**config.mk**
```make
export PLATFORM = sky130hd
export DESIGN_NAME = lcc_channel
export DESIGN_NICKNAME = d
export VERILOG_FILES = /design/src/design/lcc_pkg.sv /design/src/design/lcc_channel.sv
export SDC_FILE = /design/constraint.sdc
export NUM_CORES = 1
export LEC_CHECK = 0
export BUFFER_PORTS_ARGS = -buffer_cell sky130_fd_sc_hd__buf_2
export CAP_MARGIN = 30
export CORE_ASPECT_RATIO = 0.7
export CORE_UTILIZATION = 51
export DETAILED_ROUTE_END_ITERATION = 10
export GPL_TIMING_DRIVEN = 1
export HOLD_SLACK_MARGIN = 0.02
export PLACE_DENSITY = 0.73
export RECOVER_POWER = 50
export SLEW_MARGIN = 20
export SYNTH_ARGS = -nofsm -noshare
export SYNTH_HDL_FRONTEND = slang
export SYNTH_SLANG_ARGS = --single-unit
```
**constraint.sdc**
```tcl
create_clock -name clk_i -period 2.93 [get_ports clk_i]
set_input_delay 0.7325 -clock clk_i [delete_from_list [all_inputs] [get_ports clk_i]]
set_output_delay 0.7325 -clock clk_i [all_outputs]
set_load 0.01 [all_outputs]
```
**src/design/lcc_pkg.sv**
```systemverilog
package lcc_pkg;
  // register map inside one channel window
  localparam logic [7:0] LCC_CHAN_STRIDE = 8'h20;
  localparam logic [4:0] LCC_OFS_CLOCK_MODE = 5'h07;
  localparam logic [4:0] LCC_OFS_LOOP_CTRL = 5'h08;
  localparam logic [4:0] LCC_OFS_PULSE_MASK_0 = 5'h09;
  localparam logic [4:0] LCC_OFS_PULSE_MASK_1 = 5'h0A;
  localparam logic [4:0] LCC_OFS_PULSE_MASK_2 = 5'h0B;
  localparam logic [4:0] LCC_OFS_LOS_DETECT = 5'h0C;
  localparam logic [4:0] LCC_OFS_LOS_RECOVERY = 5'h0D;
  localparam logic [4:0] LCC_OFS_LOOP_CODE = 5'h0E;
  localparam logic [4:0] LCC_OFS_LOS_CONFIG = 5'h14;
  localparam logic [4:0] LCC_OFS_STATUS = 5'h15;
  // reset values
  localparam logic [7:0] LCC_RST_CLOCK_MODE = 8'h08;
  localparam logic [7:0] LCC_RST_LOOP_CTRL = 8'h00;
  localparam logic [7:0] LCC_RST_PULSE_MASK_0 = 8'h73;
  localparam logic [7:0] LCC_RST_PULSE_MASK_1 = 8'h02;
  localparam logic [7:0] LCC_RST_PULSE_MASK_2 = 8'h00;
  localparam logic [7:0] LCC_RST_LOS_DETECT = 8'hC0;
  localparam logic [7:0] LCC_RST_LOS_RECOVERY = 8'h18;
  localparam logic [7:0] LCC_RST_LOOP_CODE = 8'h40;
  localparam logic [7:0] LCC_RST_LOS_CONFIG = 8'h00;
  // clock mode fields
  localparam int LCC_CM_RSRC_LSB = 4;
  localparam int LCC_CM_DCS = 3;
  localparam int LCC_CM_SCF = 2;
  localparam int LCC_CM_ELT = 1;
  localparam int LCC_CM_MAS = 0;
  // loop control fields
  localparam int LCC_LC_POS = 7;
  localparam int LCC_LC_EN = 6;
  localparam int LCC_LC_RL = 5;
  localparam int LCC_LC_LL = 4;
  localparam int LCC_LC_DLB = 3;
  localparam int LCC_LC_CLR = 2;
  localparam int LCC_LC_BS_LSB = 0;
  // pulse mask 2 control bits
  localparam int LCC_PM_RSVD = 7;
  localparam int LCC_PM_XLT = 6;
  localparam int LCC_PM_DISABLE_AUTO_TRISTATE = 5;
  localparam int LCC_PM_HC = 4;
  // extra los config register fields
  localparam int LCC_LS_COND_LSB = 0;
  localparam int LCC_LS_DIGI = 2;
  localparam int LCC_LS_AIS = 3;
  // receive clock source codes
  localparam logic [1:0] LCC_RS_PLL = 2'h0;
  localparam logic [1:0] LCC_RS_EXTR = 2'h1;
  localparam logic [1:0] LCC_RS_DCO = 2'h2;
  localparam logic [1:0] LCC_RS_UNDEF = 2'h3;
  localparam logic [1:0] LCC_RD_EXT_REF = 2'h3;
  // los figures
  localparam int LCC_LOS_UNIT = 16;
  localparam int LCC_LOS_MAX_ZEROS_C1 = 15;
  localparam logic [1:0] LCC_COND_ZEROS15 = 2'h1;
  localparam logic [8:0] LCC_BUF_BASE_BITS = 9'h100;
  localparam int LCC_CORNER_DIV = 10;
  typedef struct packed {
    logic cyc;
    logic stb;
    logic we;
    logic [7:0] adr;
    logic [7:0] dat;
  } lcc_wb_req_s;
  typedef struct packed {
    logic [1:0] rx_src_sel;
    logic osc_use_sync;
    logic osc_low_corner;
    logic osc_master;
    logic osc_center;
    logic tx_loop_timed;
    logic buf_in_tx;
    logic buf_en;
    logic [8:0] buf_depth_bits;
  } lcc_clk_ctl_s;
endpackage

```
**src/design/lcc_channel.sv**
```systemverilog
module lcc_channel
  import lcc_pkg::*;
#(
  parameter int CHAN_COUNT = 4
) (
  input wire logic clk_i,
  input wire logic rst_i,
  // classic wishbone slave
  input wire logic wb_cyc_i,
  input wire logic wb_stb_i,
  input wire logic wb_we_i,
  input wire logic [7:0] wb_adr_i,
  input wire logic [7:0] wb_dat_i,
  input wire logic wb_sel_i,
  output logic [7:0] wb_dat_o,
  output logic wb_ack_o,
  output logic wb_err_o,
  // channel select: which of the four windows this instance answers
  input wire logic [1:0] chan_id_i,
  // recovered receive clock and line pulse indication from the slicer
  input wire logic rx_rec_clk_i,
  input wire logic line_pulse_i,
  input wire logic line_rx_data_i,
  // clock sources to pick from (sampled as levels)
  input wire logic pll_clk_i,
  input wire logic dco_clk_i,
  input wire logic [1:0] rx_data_output_sel_i,
  input wire logic tx_clock_missing_status_i,
  input wire logic sync_tied_i,
  input wire logic auto_remote_loop_i,
  input wire logic framer_tx_data_in_i,
  input wire logic tristate_pin_i,
  input wire logic tx_short_i,
  output logic rx_clk_o,
  output logic framer_rx_data_out_o,
  output logic line_tx_data_o,
  output logic line_tx_oe_o,
  output logic send_alarm_indication_o,
  output logic loss_of_signal_o,
  output logic tx_monitor_frozen_o,
  output logic [4:0] sub_pulse_level_o,
  output logic [1:0] sub_pulse_idx_o,
  output lcc_clk_ctl_s clk_ctl_o
);
  typedef struct packed {
    logic [7:0] clock_mode;
    logic [7:0] loop_control;
    logic [7:0] pulse_mask_0;
    logic [7:0] pulse_mask_1;
    logic [7:0] pulse_mask_2;
    logic [7:0] los_detect_count;
    logic [7:0] los_recovery_count;
    logic [7:0] loop_code_control;
    logic [7:0] los_config;
    logic ack;
    logic [7:0] rdat;
    logic err;
    logic [2:0] rclk_sync;
    logic [2:0] pulse_sync;
    logic [2:0] pll_sync;
    logic [2:0] dco_sync;
    logic [2:0] data_sync;
    logic rclk_prev;
    logic [12:0] zero_cnt;
    logic [12:0] win_cnt;
    logic [8:0] pulse_cnt;
    logic [4:0] run_zeros;
    logic run_fail;
    logic in_interval;
    logic loss_of_signal;
    logic monitor_short;
    logic [1:0] sub_idx;
    logic rx_clk;
    logic rx_data;
  } lcc_state_s;

  lcc_state_s q, d;

  // depth halves for each size code step
  function automatic logic [8:0] buf_depth(input logic [1:0] code);
    buf_depth = LCC_BUF_BASE_BITS >> code;
  endfunction

  // picks a 5-bit level out of the three mask registers
  function automatic logic [4:0] level_of(input logic [1:0] idx, input logic [23:0] m);
    logic [19:0] all;
    all = m[19:0];
    level_of = all[5*idx +: 5];
  endfunction

  logic [4:0] offs;
  logic hit;
  logic wr;
  logic rd_edge;
  logic pulse_seen;
  // 13 bits: the longest window, 16 * 256, does not fit in 12
  logic [12:0] detect_len;
  logic rx_buf_path;
  logic tristate;
  logic [7:0] rd_mux;

  // address decode; each channel owns one 0x20 window
  assign offs = wb_adr_i[4:0];
  assign hit = wb_adr_i[6:5] == chan_id_i;
  assign wr = wb_cyc_i && wb_stb_i && wb_we_i && hit && !q.ack && wb_sel_i;

  // synchronised link signals; the third stage confirms the second
  assign rd_edge = q.rclk_sync[1] && q.rclk_sync[2] && !q.rclk_prev;
  assign pulse_seen = q.pulse_sync[1] && q.pulse_sync[2];
  assign detect_len = 13'(LCC_LOS_UNIT) * (13'(q.los_detect_count) + 13'h0001);
  assign rx_buf_path = q.loop_control[LCC_LC_EN] && !q.loop_control[LCC_LC_POS]
                       && (rx_data_output_sel_i != LCC_RD_EXT_REF);
  assign tristate = q.pulse_mask_2[LCC_PM_XLT] || tristate_pin_i;

  // register read mux, unmapped offsets read zero
  always_comb begin
    case (offs)
      LCC_OFS_CLOCK_MODE: rd_mux = q.clock_mode;
      LCC_OFS_LOOP_CTRL: rd_mux = q.loop_control;
      LCC_OFS_PULSE_MASK_0: rd_mux = q.pulse_mask_0;
      LCC_OFS_PULSE_MASK_1: rd_mux = q.pulse_mask_1;
      LCC_OFS_PULSE_MASK_2: rd_mux = q.pulse_mask_2;
      LCC_OFS_LOS_DETECT: rd_mux = q.los_detect_count;
      LCC_OFS_LOS_RECOVERY: rd_mux = q.los_recovery_count;
      LCC_OFS_LOOP_CODE: rd_mux = q.loop_code_control;
      LCC_OFS_LOS_CONFIG: rd_mux = q.los_config;
      LCC_OFS_STATUS: rd_mux = {6'h00, q.monitor_short, q.loss_of_signal};
      default: rd_mux = 8'h00;
    endcase
  end

  // next-state logic for the whole channel
  always_comb begin
    d = q;
    // bus: one wait state, ack drops the cycle after
    d.ack = wb_cyc_i && wb_stb_i && hit && !q.ack;
    d.err = 1'b0;
    d.rdat = rd_mux;
    if (wr) begin
      case (offs)
        LCC_OFS_CLOCK_MODE: d.clock_mode = wb_dat_i;
        LCC_OFS_LOOP_CTRL: d.loop_control = wb_dat_i;
        LCC_OFS_PULSE_MASK_0: d.pulse_mask_0 = wb_dat_i;
        LCC_OFS_PULSE_MASK_1: d.pulse_mask_1 = wb_dat_i;
        LCC_OFS_PULSE_MASK_2: d.pulse_mask_2 = wb_dat_i;
        LCC_OFS_LOS_DETECT: d.los_detect_count = wb_dat_i;
        LCC_OFS_LOS_RECOVERY: d.los_recovery_count = wb_dat_i;
        LCC_OFS_LOOP_CODE: d.loop_code_control = wb_dat_i;
        LCC_OFS_LOS_CONFIG: d.los_config = wb_dat_i;
        default: d.err = 1'b0;
      endcase
    end
    // three-stage samplers for the line inputs and the pll and dco reference clocks
    d.rclk_sync = {q.rclk_sync[1:0], rx_rec_clk_i};
    d.pulse_sync = {q.pulse_sync[1:0], line_pulse_i};
    d.pll_sync = {q.pll_sync[1:0], pll_clk_i};
    d.dco_sync = {q.dco_sync[1:0], dco_clk_i};
    d.data_sync = {q.data_sync[1:0], line_rx_data_i};
    if (q.rclk_sync[1] == q.rclk_sync[2]) begin
      d.rclk_prev = q.rclk_sync[2];
    end
    // loss of signal detection and recovery, one step per rx clock edge
    if (rd_edge) begin
      if (pulse_seen) begin
        d.zero_cnt = 13'h0000;
        d.run_zeros = 5'h00;
      end else begin
        if (q.zero_cnt != 13'h1FFF) begin
          d.zero_cnt = q.zero_cnt + 13'h0001;
        end
        if (q.run_zeros != 5'h1F) begin
          d.run_zeros = q.run_zeros + 5'h01;
        end
      end
      if (!q.loss_of_signal) begin
        if (!pulse_seen && (q.zero_cnt + 13'h0001 >= detect_len)) begin
          d.loss_of_signal = 1'b1;
          d.in_interval = 1'b0;
        end
      end else if (!q.in_interval) begin
        if (pulse_seen) begin
          d.in_interval = 1'b1;
          d.win_cnt = 13'h0001;
          d.pulse_cnt = 9'h001;
          d.run_fail = 1'b0;
        end
      end else begin
        d.win_cnt = q.win_cnt + 13'h0001;
        if (pulse_seen) begin
          d.pulse_cnt = q.pulse_cnt + 9'h001;
        end
        if (q.los_config[LCC_LS_COND_LSB +: 2] == LCC_COND_ZEROS15 && !pulse_seen
            && q.run_zeros >= 5'(LCC_LOS_MAX_ZEROS_C1)) begin
          d.run_fail = 1'b1;
        end
        if (d.pulse_cnt >= 9'(q.los_recovery_count) + 9'h001 && !d.run_fail) begin
          d.loss_of_signal = 1'b0;
          d.in_interval = 1'b0;
          d.zero_cnt = 13'h0000;
        end else if (q.win_cnt + 13'h0001 >= detect_len) begin
          d.in_interval = 1'b0;
        end
      end
      // sub-pulse levels stepped first to fourth
      d.sub_idx = q.sub_idx + 2'h1;
    end
    // short monitor; frozen while tristated
    if (!tristate) begin
      d.monitor_short = tx_short_i;
    end
    // receive clock output source select
    case (q.clock_mode[LCC_CM_RSRC_LSB +: 2])
      LCC_RS_PLL: d.rx_clk = rx_buf_path ? q.dco_sync[2] : q.pll_sync[2];
      LCC_RS_EXTR: d.rx_clk = q.loss_of_signal ? 1'b1 : q.rclk_sync[2];
      LCC_RS_DCO: d.rx_clk = q.dco_sync[2];
      default: d.rx_clk = 1'b0;
    endcase
    // receive data path with loopbacks and clearing
    if (q.loop_control[LCC_LC_LL] || q.loop_control[LCC_LC_DLB]) begin
      d.rx_data = framer_tx_data_in_i;
    end else if (q.loss_of_signal && q.loop_control[LCC_LC_CLR]) begin
      d.rx_data = 1'b0;
    end else begin
      d.rx_data = q.data_sync[2];
    end
  end

  always_ff @(posedge clk_i) begin
    if (rst_i) begin
      q <= '0;
      q.clock_mode <= LCC_RST_CLOCK_MODE;
      q.loop_control <= LCC_RST_LOOP_CTRL;
      q.pulse_mask_0 <= LCC_RST_PULSE_MASK_0;
      q.pulse_mask_1 <= LCC_RST_PULSE_MASK_1;
      q.pulse_mask_2 <= LCC_RST_PULSE_MASK_2;
      q.los_detect_count <= LCC_RST_LOS_DETECT;
      q.los_recovery_count <= LCC_RST_LOS_RECOVERY;
      q.loop_code_control <= LCC_RST_LOOP_CODE;
      q.los_config <= LCC_RST_LOS_CONFIG;
    end else begin
      q <= d;
    end
  end

  // outputs
  logic remote_loop;
  assign remote_loop = q.loop_control[LCC_LC_RL] || auto_remote_loop_i;
  assign wb_ack_o = q.ack;
  assign wb_dat_o = q.rdat;
  assign wb_err_o = q.err;
  assign rx_clk_o = q.rx_clk;
  assign framer_rx_data_out_o = q.rx_data;
  assign line_tx_data_o = remote_loop ? q.data_sync[2] : framer_tx_data_in_i;
  assign line_tx_oe_o = !tristate
                        && !(q.monitor_short && !q.pulse_mask_2[LCC_PM_DISABLE_AUTO_TRISTATE]);
  assign send_alarm_indication_o = q.los_config[LCC_LS_AIS]
                                   && (q.loop_control[LCC_LC_LL] || q.loop_control[LCC_LC_DLB]);
  assign loss_of_signal_o = q.loss_of_signal;
  assign tx_monitor_frozen_o = tristate;
  assign sub_pulse_idx_o = q.sub_idx;
  assign sub_pulse_level_o = level_of(q.sub_idx,
    {q.pulse_mask_2, q.pulse_mask_1, q.pulse_mask_0});

  // oscillator and clock control word for the analog side
  always_comb begin
    clk_ctl_o.rx_src_sel = q.clock_mode[LCC_CM_RSRC_LSB +: 2];
    clk_ctl_o.osc_master = q.clock_mode[LCC_CM_MAS];
    clk_ctl_o.osc_center = q.clock_mode[LCC_CM_MAS] && sync_tied_i;
    clk_ctl_o.osc_use_sync = q.clock_mode[LCC_CM_MAS] || (!q.clock_mode[LCC_CM_DCS]
      && (q.loss_of_signal || tx_clock_missing_status_i));
    clk_ctl_o.osc_low_corner = q.clock_mode[LCC_CM_SCF];
    clk_ctl_o.tx_loop_timed = q.clock_mode[LCC_CM_ELT];
    clk_ctl_o.buf_in_tx = q.loop_control[LCC_LC_POS];
    clk_ctl_o.buf_en = q.loop_control[LCC_LC_EN] && !(q.clock_mode[LCC_CM_MAS] && sync_tied_i);
    clk_ctl_o.buf_depth_bits = buf_depth(q.loop_control[LCC_LC_BS_LSB +: 2]);
  end

  // assertions
  a_ack_one_cycle: assert property (@(posedge clk_i) disable iff (rst_i)
    wb_ack_o |=> !wb_ack_o) else $error("ack held two cycles");
  a_rs01_high_los: assert property (@(posedge clk_i) disable iff (rst_i)
    (q.loss_of_signal && q.clock_mode[5:4] == LCC_RS_EXTR) |=> rx_clk_o) else $error("rclk not high");
  a_clear_on_los: assert property (@(posedge clk_i) disable iff (rst_i)
    (q.loss_of_signal && q.loop_control[LCC_LC_CLR] && !q.loop_control[LCC_LC_LL]
     && !q.loop_control[LCC_LC_DLB]) |=> !framer_rx_data_out_o) else $error("data not cleared");
  a_short_tristate: assert property (@(posedge clk_i) disable iff (rst_i)
    (q.monitor_short && !q.pulse_mask_2[LCC_PM_DISABLE_AUTO_TRISTATE]) |-> !line_tx_oe_o) else $error("short driven");
  a_pin_tristate: assert property (@(posedge clk_i) disable iff (rst_i)
    tristate_pin_i |-> !line_tx_oe_o && tx_monitor_frozen_o) else $error("pin ignored");
  a_zero_reset: assert property (@(posedge clk_i) disable iff (rst_i)
    (rd_edge && pulse_seen) |=> q.zero_cnt == 13'h0000) else $error("zero count kept");
  a_los_raise: assert property (@(posedge clk_i) disable iff (rst_i)
    (q.zero_cnt >= detect_len) |-> q.loss_of_signal || $past(q.loss_of_signal)) else $error("los missed");
  a_buf_depth: assert property (@(posedge clk_i) disable iff (rst_i)
    clk_ctl_o.buf_depth_bits == (9'h100 >> q.loop_control[1:0])) else $error("bad depth");
  a_switch_sync: assert property (@(posedge clk_i) disable iff (rst_i)
    (q.loss_of_signal && !q.clock_mode[LCC_CM_DCS]) |-> clk_ctl_o.osc_use_sync) else $error("no switch");
endmodule

```
## Word level (Yosys, flattened, before mapping)

Cells that the tools add are included.

| word-level totals | value |
|---|---|
| bits in registers | 146 |
| input port bits | 37 |
| output and inout port bits | 42 |
| logic and storage cells | 147 |

| cells by class | value |
|---|---|
| add/sub/neg operators | 7 |
| $mul | 1 |
| magnitude comparators | 4 |
| equal/unequal tests | 18 |
| shifts and indexed selects | 2 |
| multiplexer cells | 32 |
| reduce and logical (&&, ||, !) cells | 54 |

Operators with widths:

| operator | count |
|---|---|
| $pmux 8 s10 | 1 |
| $mux 13 | 4 |
| $mux 22 | 2 |
| $mux 9 | 4 |
| $eq 5x4->1 const B | 7 |
| $mux 35 | 1 |
| $add 13x1->13 const B | 2 |
| $ge 13x13->1 | 2 |
| $logic_and 1x1->1 | 23 |
| $reduce_and 2->1 | 11 |
| $shiftx 20x6->5 | 1 |
| $add 8x1->9 const B | 2 |
| $mux 1 | 13 |
| $ne 13x13->1 const B | 1 |
| $eq 5x5->1 const B | 2 |
| $logic_not 1->1 | 10 |
| $mux 5 | 2 |
| $add 9x1->9 const B | 1 |
| $ge 9x9->1 | 1 |
| $shr 9x2->9 const A | 1 |
| $mux 2 | 4 |
| $reduce_bool 2->1 | 3 |
| $add 5x1->5 const B | 1 |
| $eq 5x3->1 const B | 1 |
| other kinds (13) | 18 |

## Logic depth before layout (Yosys ltp)

Gate-level depths: netlist of run 1.

| depth | value |
|---|---|
| word-level depth | 13 |
| depth in mapped cells | 13 |
| gate-level depth less buffers | 12 |

## Least setup slack after synthesis of run 1

Ideal clock, no wire load.

| timing path | value |
|---|---|
| kind | register -> register |
| start | register q[13] in the netlist's numbering |
| end | register q[36] in the netlist's numbering |
| library setup time | 0.135 ns |
| data arrival time | 2.683 ns |
| path slack | 0.111 ns |
| cell stages (with the launch flop) | 14 |
| path buffers | 1 |
| period minus slack after synthesis | 2.819 ns |
| path through | dfxtp_1 > ha_1 > and4_1 > and3_1 > buf_2 > and3_1 > xor2_1 > ha_1 > nand4_1 > nor2_1 > o2bb2ai_1 > o21ai_0 > o21ai_0 > o22ai_1 |

| on the way | value |
|---|---|
| word-level cells in the longest chain between the ends | 10 |

RTL lines:

| what | line | RTL |
|---|---|---|
| start, declared | lcc_channel.sv:77 | `lcc_state_s q, d;` |
| $add 9x1->9 | lcc_channel.sv:190 | `d.pulse_cnt = q.pulse_cnt + 9'h001;` |
| $mux 9 (*) | lcc_channel.sv:189 | `if (pulse_seen) begin` |
| $mux 9 (*) | lcc_channel.sv:180 | `end else if (!q.in_interval) begin` |
| $mux 9 (*) | lcc_channel.sv:175 | `if (!q.loss_of_signal) begin` |
| $mux 9 (*) | lcc_channel.sv:163 | `if (rd_edge) begin` |
| $ge 9x9->1 (*) | lcc_channel.sv:196 | `if (d.pulse_cnt >= 9'(q.los_recovery_count) + 9'h001 && !d.run_fail) begin` |
| $logic_and 1x1->1 (*) | lcc_channel.sv:196 |  |
| $mux 13 (*) | lcc_channel.sv:196 |  |
| $mux 13 (*) | lcc_channel.sv:180 |  |
| $mux 35 (*) | lcc_channel.sv:175 |  |

Mark *: on every way between the ends. The rest lies on a longest branch, timed or not. The select of a mux whose other input is x is not followed.
A chain may end at the register's enable or synchronous reset.

## Final worst setup path of run 1

| timing path | value |
|---|---|
| start | register q[14] in the netlist's numbering |
| end | register q[39] in the netlist's numbering |

Same word-level chain as after synthesis.

==> qor.yml, run 1 <==
core_area_um2: 14800
clk_transition_reported_paths_ns: 0.06
seq_area_frac_synth_pct: 37.3
cts.sink_count: 145
synth-seq-cells: 145
grt_pass1_wl_um: 32900
wl_per_cell_um: 17.8
root_buffer: "clkbuf_16"
io_buffers: 71
final_common_cell: "dfxtp_1"
htreeDepth: 4
worstHoldStart: "d[54]"
post-route-min-period_ns: 2.83
reg2reg_from: "q[14]"
cp.required_ns: 3.24
grt_pass1_vias: 6256
placed_cells: 1148
layout.cells.non_filler: 1181
startpoint: "q[14]"
gp_congestion: 0.894
synth_compound_area_share_pct: 15.2
path_class: "reg2reg"
drc_errors: 0
status: "finished clean"
area_growth_pct: 13.8
cts.path.max_buffers: 2
gr-total-overflow: 0
p_leak_nw: 3.35
nets: 1048
num_vias: 6997
max-slew-margin-rel_pct: 25.9
yosysWarnings: 0
syn_inst: 923
viasPerCell: 5.92
synthArstFlopShare_pct: 0
mostFrequentLayoutCells: "dfxtp_1 (142), nand2_1 (100), nor2_1 (91), a21oi_1 (77), nand3_1 (75)"
max-cap-violations: 0
synthAdderAreaFrac_pct: 6.11
die_w_um: 150
synthesis.area_um2: 7780
p_per_area_nw_per_um2: 500
synthMuxAreaShare_pct: 6.35
setup_viol: 0
die_h_um: 105
rows: 37
hp-class: "reg2reg"
synthSimpleGateAreaFrac_pct: 23.5
synth_top_family_by_area: "simple AND/OR/NAND/NOR gates"
antenna_found_initial: 0
worst_pin_slew_ns: 1.11
place_hpwl_um: 14900
synth.avg_cell_area_um2: 8.43
drive_gt1_share_pct: 14.6
numCtsBuffers: 17
start_util_pct: 52.5
start_kind: "flip-flop"
synth.distinct_cells: 60
skew_ns: 0.0130
cts_hold_buf: 0
synth_xor_area_share_pct: 4.84
ant_nets: 0
ir_drop_v: 0.000371
hold_ws_ns: 0.435
period_share_pct: 96.5
worstPathArrival_ns: 3.13
clock_latency_ns: 0.43
grt_max_degree: 58
routed_wl_um: 21000
tns_ns: 0
fillCellCount: 1314
cp-end-kind: "flip-flop"
clock.fmax_mhz: 354
antenna-diode-count: 0
die_area_um2: 15800
synth_enable_flop_cells: 0
drv_slew: 0
worstPathMaxFanout: 8
cts_tree: "built"
hold_violations: 0
ys.flop_type: "dfxtp_1"
ios: 79
dr.pass1.iters: 5
grtUsageTotal_pct: 27.1
drt_iter0_markers: 837
==> cells in the mapped netlist, types with 16 or more instances <==
cell type | instances | share of area (%)
inv_1 | 16 | 0.77
xnor2_1 | 21 | 2.4
a22oi_1 | 20 | 1.9
clkbuf_1 | 25 | 1.2
nand2_1 | 100 | 4.8
buf_4 | 30 | 2.9
mux2i_1 | 37 | 4.8
buf_2 | 22 | 1.4
nor2b_1 | 24 | 1.9
nand3_1 | 76 | 4.9
xor2_1 | 22 | 2.5
dfxtp_1 | 145 | 37
nor2_1 | 92 | 4.4
o21ai_0 | 31 | 2.0
ha_1 | 38 | 6.1
a21oi_1 | 77 | 5.0
==> kinds of logic after synthesis <==
logic type,after synthesis
simple gates,367
compound gates,190
flops,145
buf+inv,96
xor+xnor,43
mux,43
fa+ha+maj,38
other cells,1
==> report_power, final <==
group	leakage, nW	switching (mW)	internal, mW
Combinational	1.88	0.115	0.0516
Sequential	1.17	0.00567	1.98
Clock	0.301	0.976	1.30
==> worst paths after layout <==
path	end	slack [ns]	depth (start not counted)
hold reg to reg	q[54]	0.43	1
hold / removal	q[54]	0.43	1
setup / recovery	q[39]	0.10	13
setup reg to reg	q[39]	0.10	13
==> worst max-delay path, stage by stage (launching register included) <==
cell       delay [ns]
dfxtp_2          0.34
ha_2             0.19
and4_1           0.20
and3_1           0.20
and3_1           0.20
xor2_1           0.15
ha_1             0.32
nand4_1          0.15
buf_4            0.18
o2bb2ai_4        0.16
o2111ai_4        0.16
buf_6            0.20
a31oi_1          0.17
o22ai_1          0.10
==> state kept, by name (all words and copies together) (netlist names) <==
name	count
wb_ack_o	1
framer_rx_data_out_o	1
loss_of_signal_o	1
q	115
sub_pulse_idx_o	2
d	10
clk_ctl_o	6
wb_dat_o	8
rx_clk_o	1
==> final cells by class <==
class | instances | area, um2 | share of cell area, %
clock buffer | 17 | 425 | 4.80
clock inverter | 15 | 189 | 2.13
inverter | 16 | 60.1 | 0.678
multi-input combinational | 687 | 4460 | 50.4
sequential | 145 | 2910 | 32.8
tap | 195 | 244 | 2.75
timing repair buffer | 106 | 571 | 6.44
==> through the flow <==
step / setup WS (ns) / power (mW) / area, um2 / utilization [%]
after floorplan: 0.111 / 2.14 / 7800 / -
after global placement: 0.140 / 2.20 / 8200 / 55.3
after detailed placement: 0.0802 / 2.20 / 8200 / 55.3
after CTS: 0.0275 / 4.44 / 8810 / 59.5
after global routing: -0.0105 / 4.55 / 8860 / 59.8
final: 0.103 / 4.43 / 8860 / 59.8
==> per-layer routing <==
layer | vias up | global-route usage [%] | share of wire [%]
li1 | 3359 | - | -
met1 | 3332 | 41.3 | 48
met2 | 282 | 36.7 | 41
met3 | 24 | 7.19 | 9.9
met4 | 0 | 7.29 | 1.1
met5 | - | 0 | 0
==> timing repair <==
action | 4_1_cts | 5_1_grt
setup buffers | 0 | 1
endpoints found under the setup margin | 0 | 15
gates resized for setup | 0 | 22
No activity file was read; power rests on OpenSTA's default activity.
==> inputs of run 2 (changes only) <==
CTS_CLUSTER_DIAMETER = 80   (was default)
clock period = 2.4 ns   (was 2.93 ns; I/O delays follow)
==> run 2 against run 1 <==
  * The run now ends with capacitance limit, slew limit, setup timing left
  * Largest power group unchanged
  * Critical endpoint is now q[40]
  * Largest cell class unchanged
  * Sequential power is 22% higher
  * Sequential share of layout area is 2.3 points lower
  * Total power is 20% higher
  * Fmax is 7.0% higher
  * Sequential cell count stayed put
  * Highest routed layer is now met5
==> qor.yml, run 2 (synthesized netlist as in run 1, its figures left out) <==
max-cap-violations: 1  # +1
drive_gt1_share_pct: 23.1  # +8.5 points
cts.path.max_buffers: 2  # unchanged
p_leak_nw: 3.78  # +13%
fin_area_um2: 9550  # +7.8%
grt_pass1_wl_um: 35600  # +8.3%
antenna-diode-count: 0  # unchanged
num_vias: 7312  # +4.5%
skew_ns: 0.0133  # +0.000349 ns
place_area_um2: 8800  # +7.3%
grt_pass1_vias: 6594  # +5.4%
antenna_found_initial: 2  # +2
p_per_area_nw_per_um2: 556  # +11%
crit_slowest_cell: "dfxtp_4"
crit_top_cell: "and3_4"
wl_per_cell_um: 17.9  # +0.71%
cp-end-kind: "flip-flop"
route.met3.wl_um: 2680  # +29%
cp.required_ns: 2.71  # -0.53 ns
hold_violations: 0  # unchanged
m1WireLength_um: 10200  # +1.9%
root_buffer: "clkbuf_16"
cts.sink_count: 145  # unchanged
hp-class: "in2reg"
fillCellCount: 1225  # -6.8%
critPathCapture: "q[40]"
path_cells: "ha_4, and4_4, and3_4, and3_4, xor2_1, ha_1, nand4_1, nor2_1, o2bb2ai_2, o2111ai_4, buf_12, a31oi_1, o22ai_1"
start_util_pct: 52.5  # unchanged
startpoint: "q[13]"
worstPathMaxFanout: 8  # unchanged
start_kind: "flip-flop"
mostFrequentLayoutCells: "dfxtp_1 (136), nand2_1 (100), buf_4 (94), nor2_1 (91), a21oi_1 (77)"
drv_slew: 38  # +38
die_w_um: 150  # unchanged
worst_pin_slew_ns: 1.84  # +0.729 ns
total_power_mw: 5.31  # +20%
grt_max_degree: 63  # +8.6%
largest_register_ffs: 115  # unchanged
status: "finished, violations left"
gr-total-overflow: 0  # unchanged
multi_input_area_um2: 4550  # +1.8%
io_buffers: 71  # unchanged
numCtsBuffers: 17  # unchanged
htreeDepth: 4  # unchanged
worst_slack_ns: -0.243  # -0.346 ns
path_class: "reg2reg"
clock_latency_ns: 0.43  # about the same
clock.fmax_mhz: 378  # +7.0%
post-route-min-period_ns: 2.64  # -0.184 ns
r2r_cells: 13  # unchanged
drt_iter0_markers: 750  # -10%
drc_errors: 0  # unchanged
routed_wl_um: 22400  # +6.4%
violations: "capacitance limit, slew limit, setup timing"
nets: 1115  # +6.4%
rows: 37  # unchanged
rsz0062_at_grt: "yes"
worstPathArrival_ns: 2.95  # -0.18 ns
core_area_um2: 14800  # unchanged
die_area_um2: 15800  # unchanged
seq_area_um2: 2920  # +0.34%
dr.pass1.iters: 7  # +2
place_hpwl_um: 15800  # +5.8%
r2r_slack_ns: -0.24  # -0.35 ns
final_common_cell: "dfxtp_1"
setup_viol: 15  # +15
highest_layer: "met5"
clk_transition_reported_paths_ns: 0.07  # about the same
wl_met2_um: 9140  # +5.5%
period_share_pct: 110  # +14 points
die_h_um: 105  # unchanged
cts_tree: "built"
regMostFlops: "q"
ir_drop_v: 0.000498  # +34%
viasPerCell: 5.86  # -1.1%
max-slew-margin-rel_pct: -22.7  # -49 points
rr_endpoint: "q[40]"
ant_nets: 0  # unchanged
gp_congestion: 0.953  # +6.6%
reg2reg_from: "q[13]"
ios: 79  # unchanged
area_growth_pct: 22.7
cpPeakStageDelay_ns: 0.37  # +0.03 ns
grtUsageTotal_pct: 29.3  # +2.2 points
[run 2: cell count changes in the layout (fill, tap and decap cells not counted), moves of 5 or more]
cell / delta
dfxtp_1: -6
clkbuf_1: -13
clkinv_8: +5
buf_4: +65
buf_2: +10
dfxtp_2: +5
buf_12: +6
[run 2: how the worst min path moves through the flow]
| stage | cells after the start | to | from | slack (ns) |
|---|---|---|---|---|
| after floorplan | 1 | d[51] | d[50] | 0.41 |
| after global placement | 1 | d[57] | d[56] | 0.41 |
| after detailed placement | 1 | q[57] | d[57] | 0.42 |
| after CTS | 2 | d[53] | dco_clk_i | 0.38 |
| after global routing | 2 | d[53] | dco_clk_i | 0.38 |
| final | 2 | d[50] | line_rx_data_i | 0.39 |
[run 2: cell type report]
cell class	instances	area share (%)
Sequential cell	145	30.5
Inverter	16	0.629
Timing Repair Buffer	173	12.3
Clock inverter	15	1.94
Clock buffer	17	4.45
Tap cell	195	2.55
Multi-Input combinational cell	687	47.6
[run 2: per-stage QoR]
step / utilization, % / hold WS, ns / setup WS [ns] / instances / setup TNS (ns)
6_report: 64.5 / 0.389 / -0.243 / 1248 / -3.10
4_1_cts: 64.2 / 0.382 / -0.245 / 1244 / -2.58
2_1_floorplan: - / 0.414 / -0.199 / 928 / -1.46
3_3_place_gp: 59.4 / 0.415 / -0.222 / 1209 / -2.52
5_1_grt: 64.5 / 0.379 / -0.417 / 1248 / -5.37
3_5_place_dp: 59.4 / 0.422 / -0.248 / 1209 / -2.82
[run 2: timing repair]
item / 4_1_cts / 5_1_grt
endpoints found under the setup margin: 15 / 17
gates resized for setup: 18 / 10
pin swaps: 20 / 10
buffers inserted: 3 / 4
hold buffers: 0 / 0
[run 2: worst max-delay path, delay by kind of cell, from the launching register on]
family / cells / cell delay (ns)
and+or+nand+nor: 5 / 0.77
AOI/OAI and AO/OA: 4 / 0.58
xor gates and xnor gates: 1 / 0.14
adders and majority gates: 2 / 0.47
buffers and inverters: 1 / 0.19
DFF: 1 / 0.37
[run 2: power by group]
group	total (mW)	switching, mW	internal (mW)
registers	2.42	0.00737	2.42
clock network	2.67	1.25	1.41
logic	0.217	0.148	0.0694
total	5.31	1.41	3.90
[run 2: metal layers]
metal / up-vias / GRT usage, %
met5: - / 0
met4: 4 / 8.59
li1: 3492 / -
met1: 3408 / 43.5
met3: 34 / 9.00
met2: 374 / 39.8
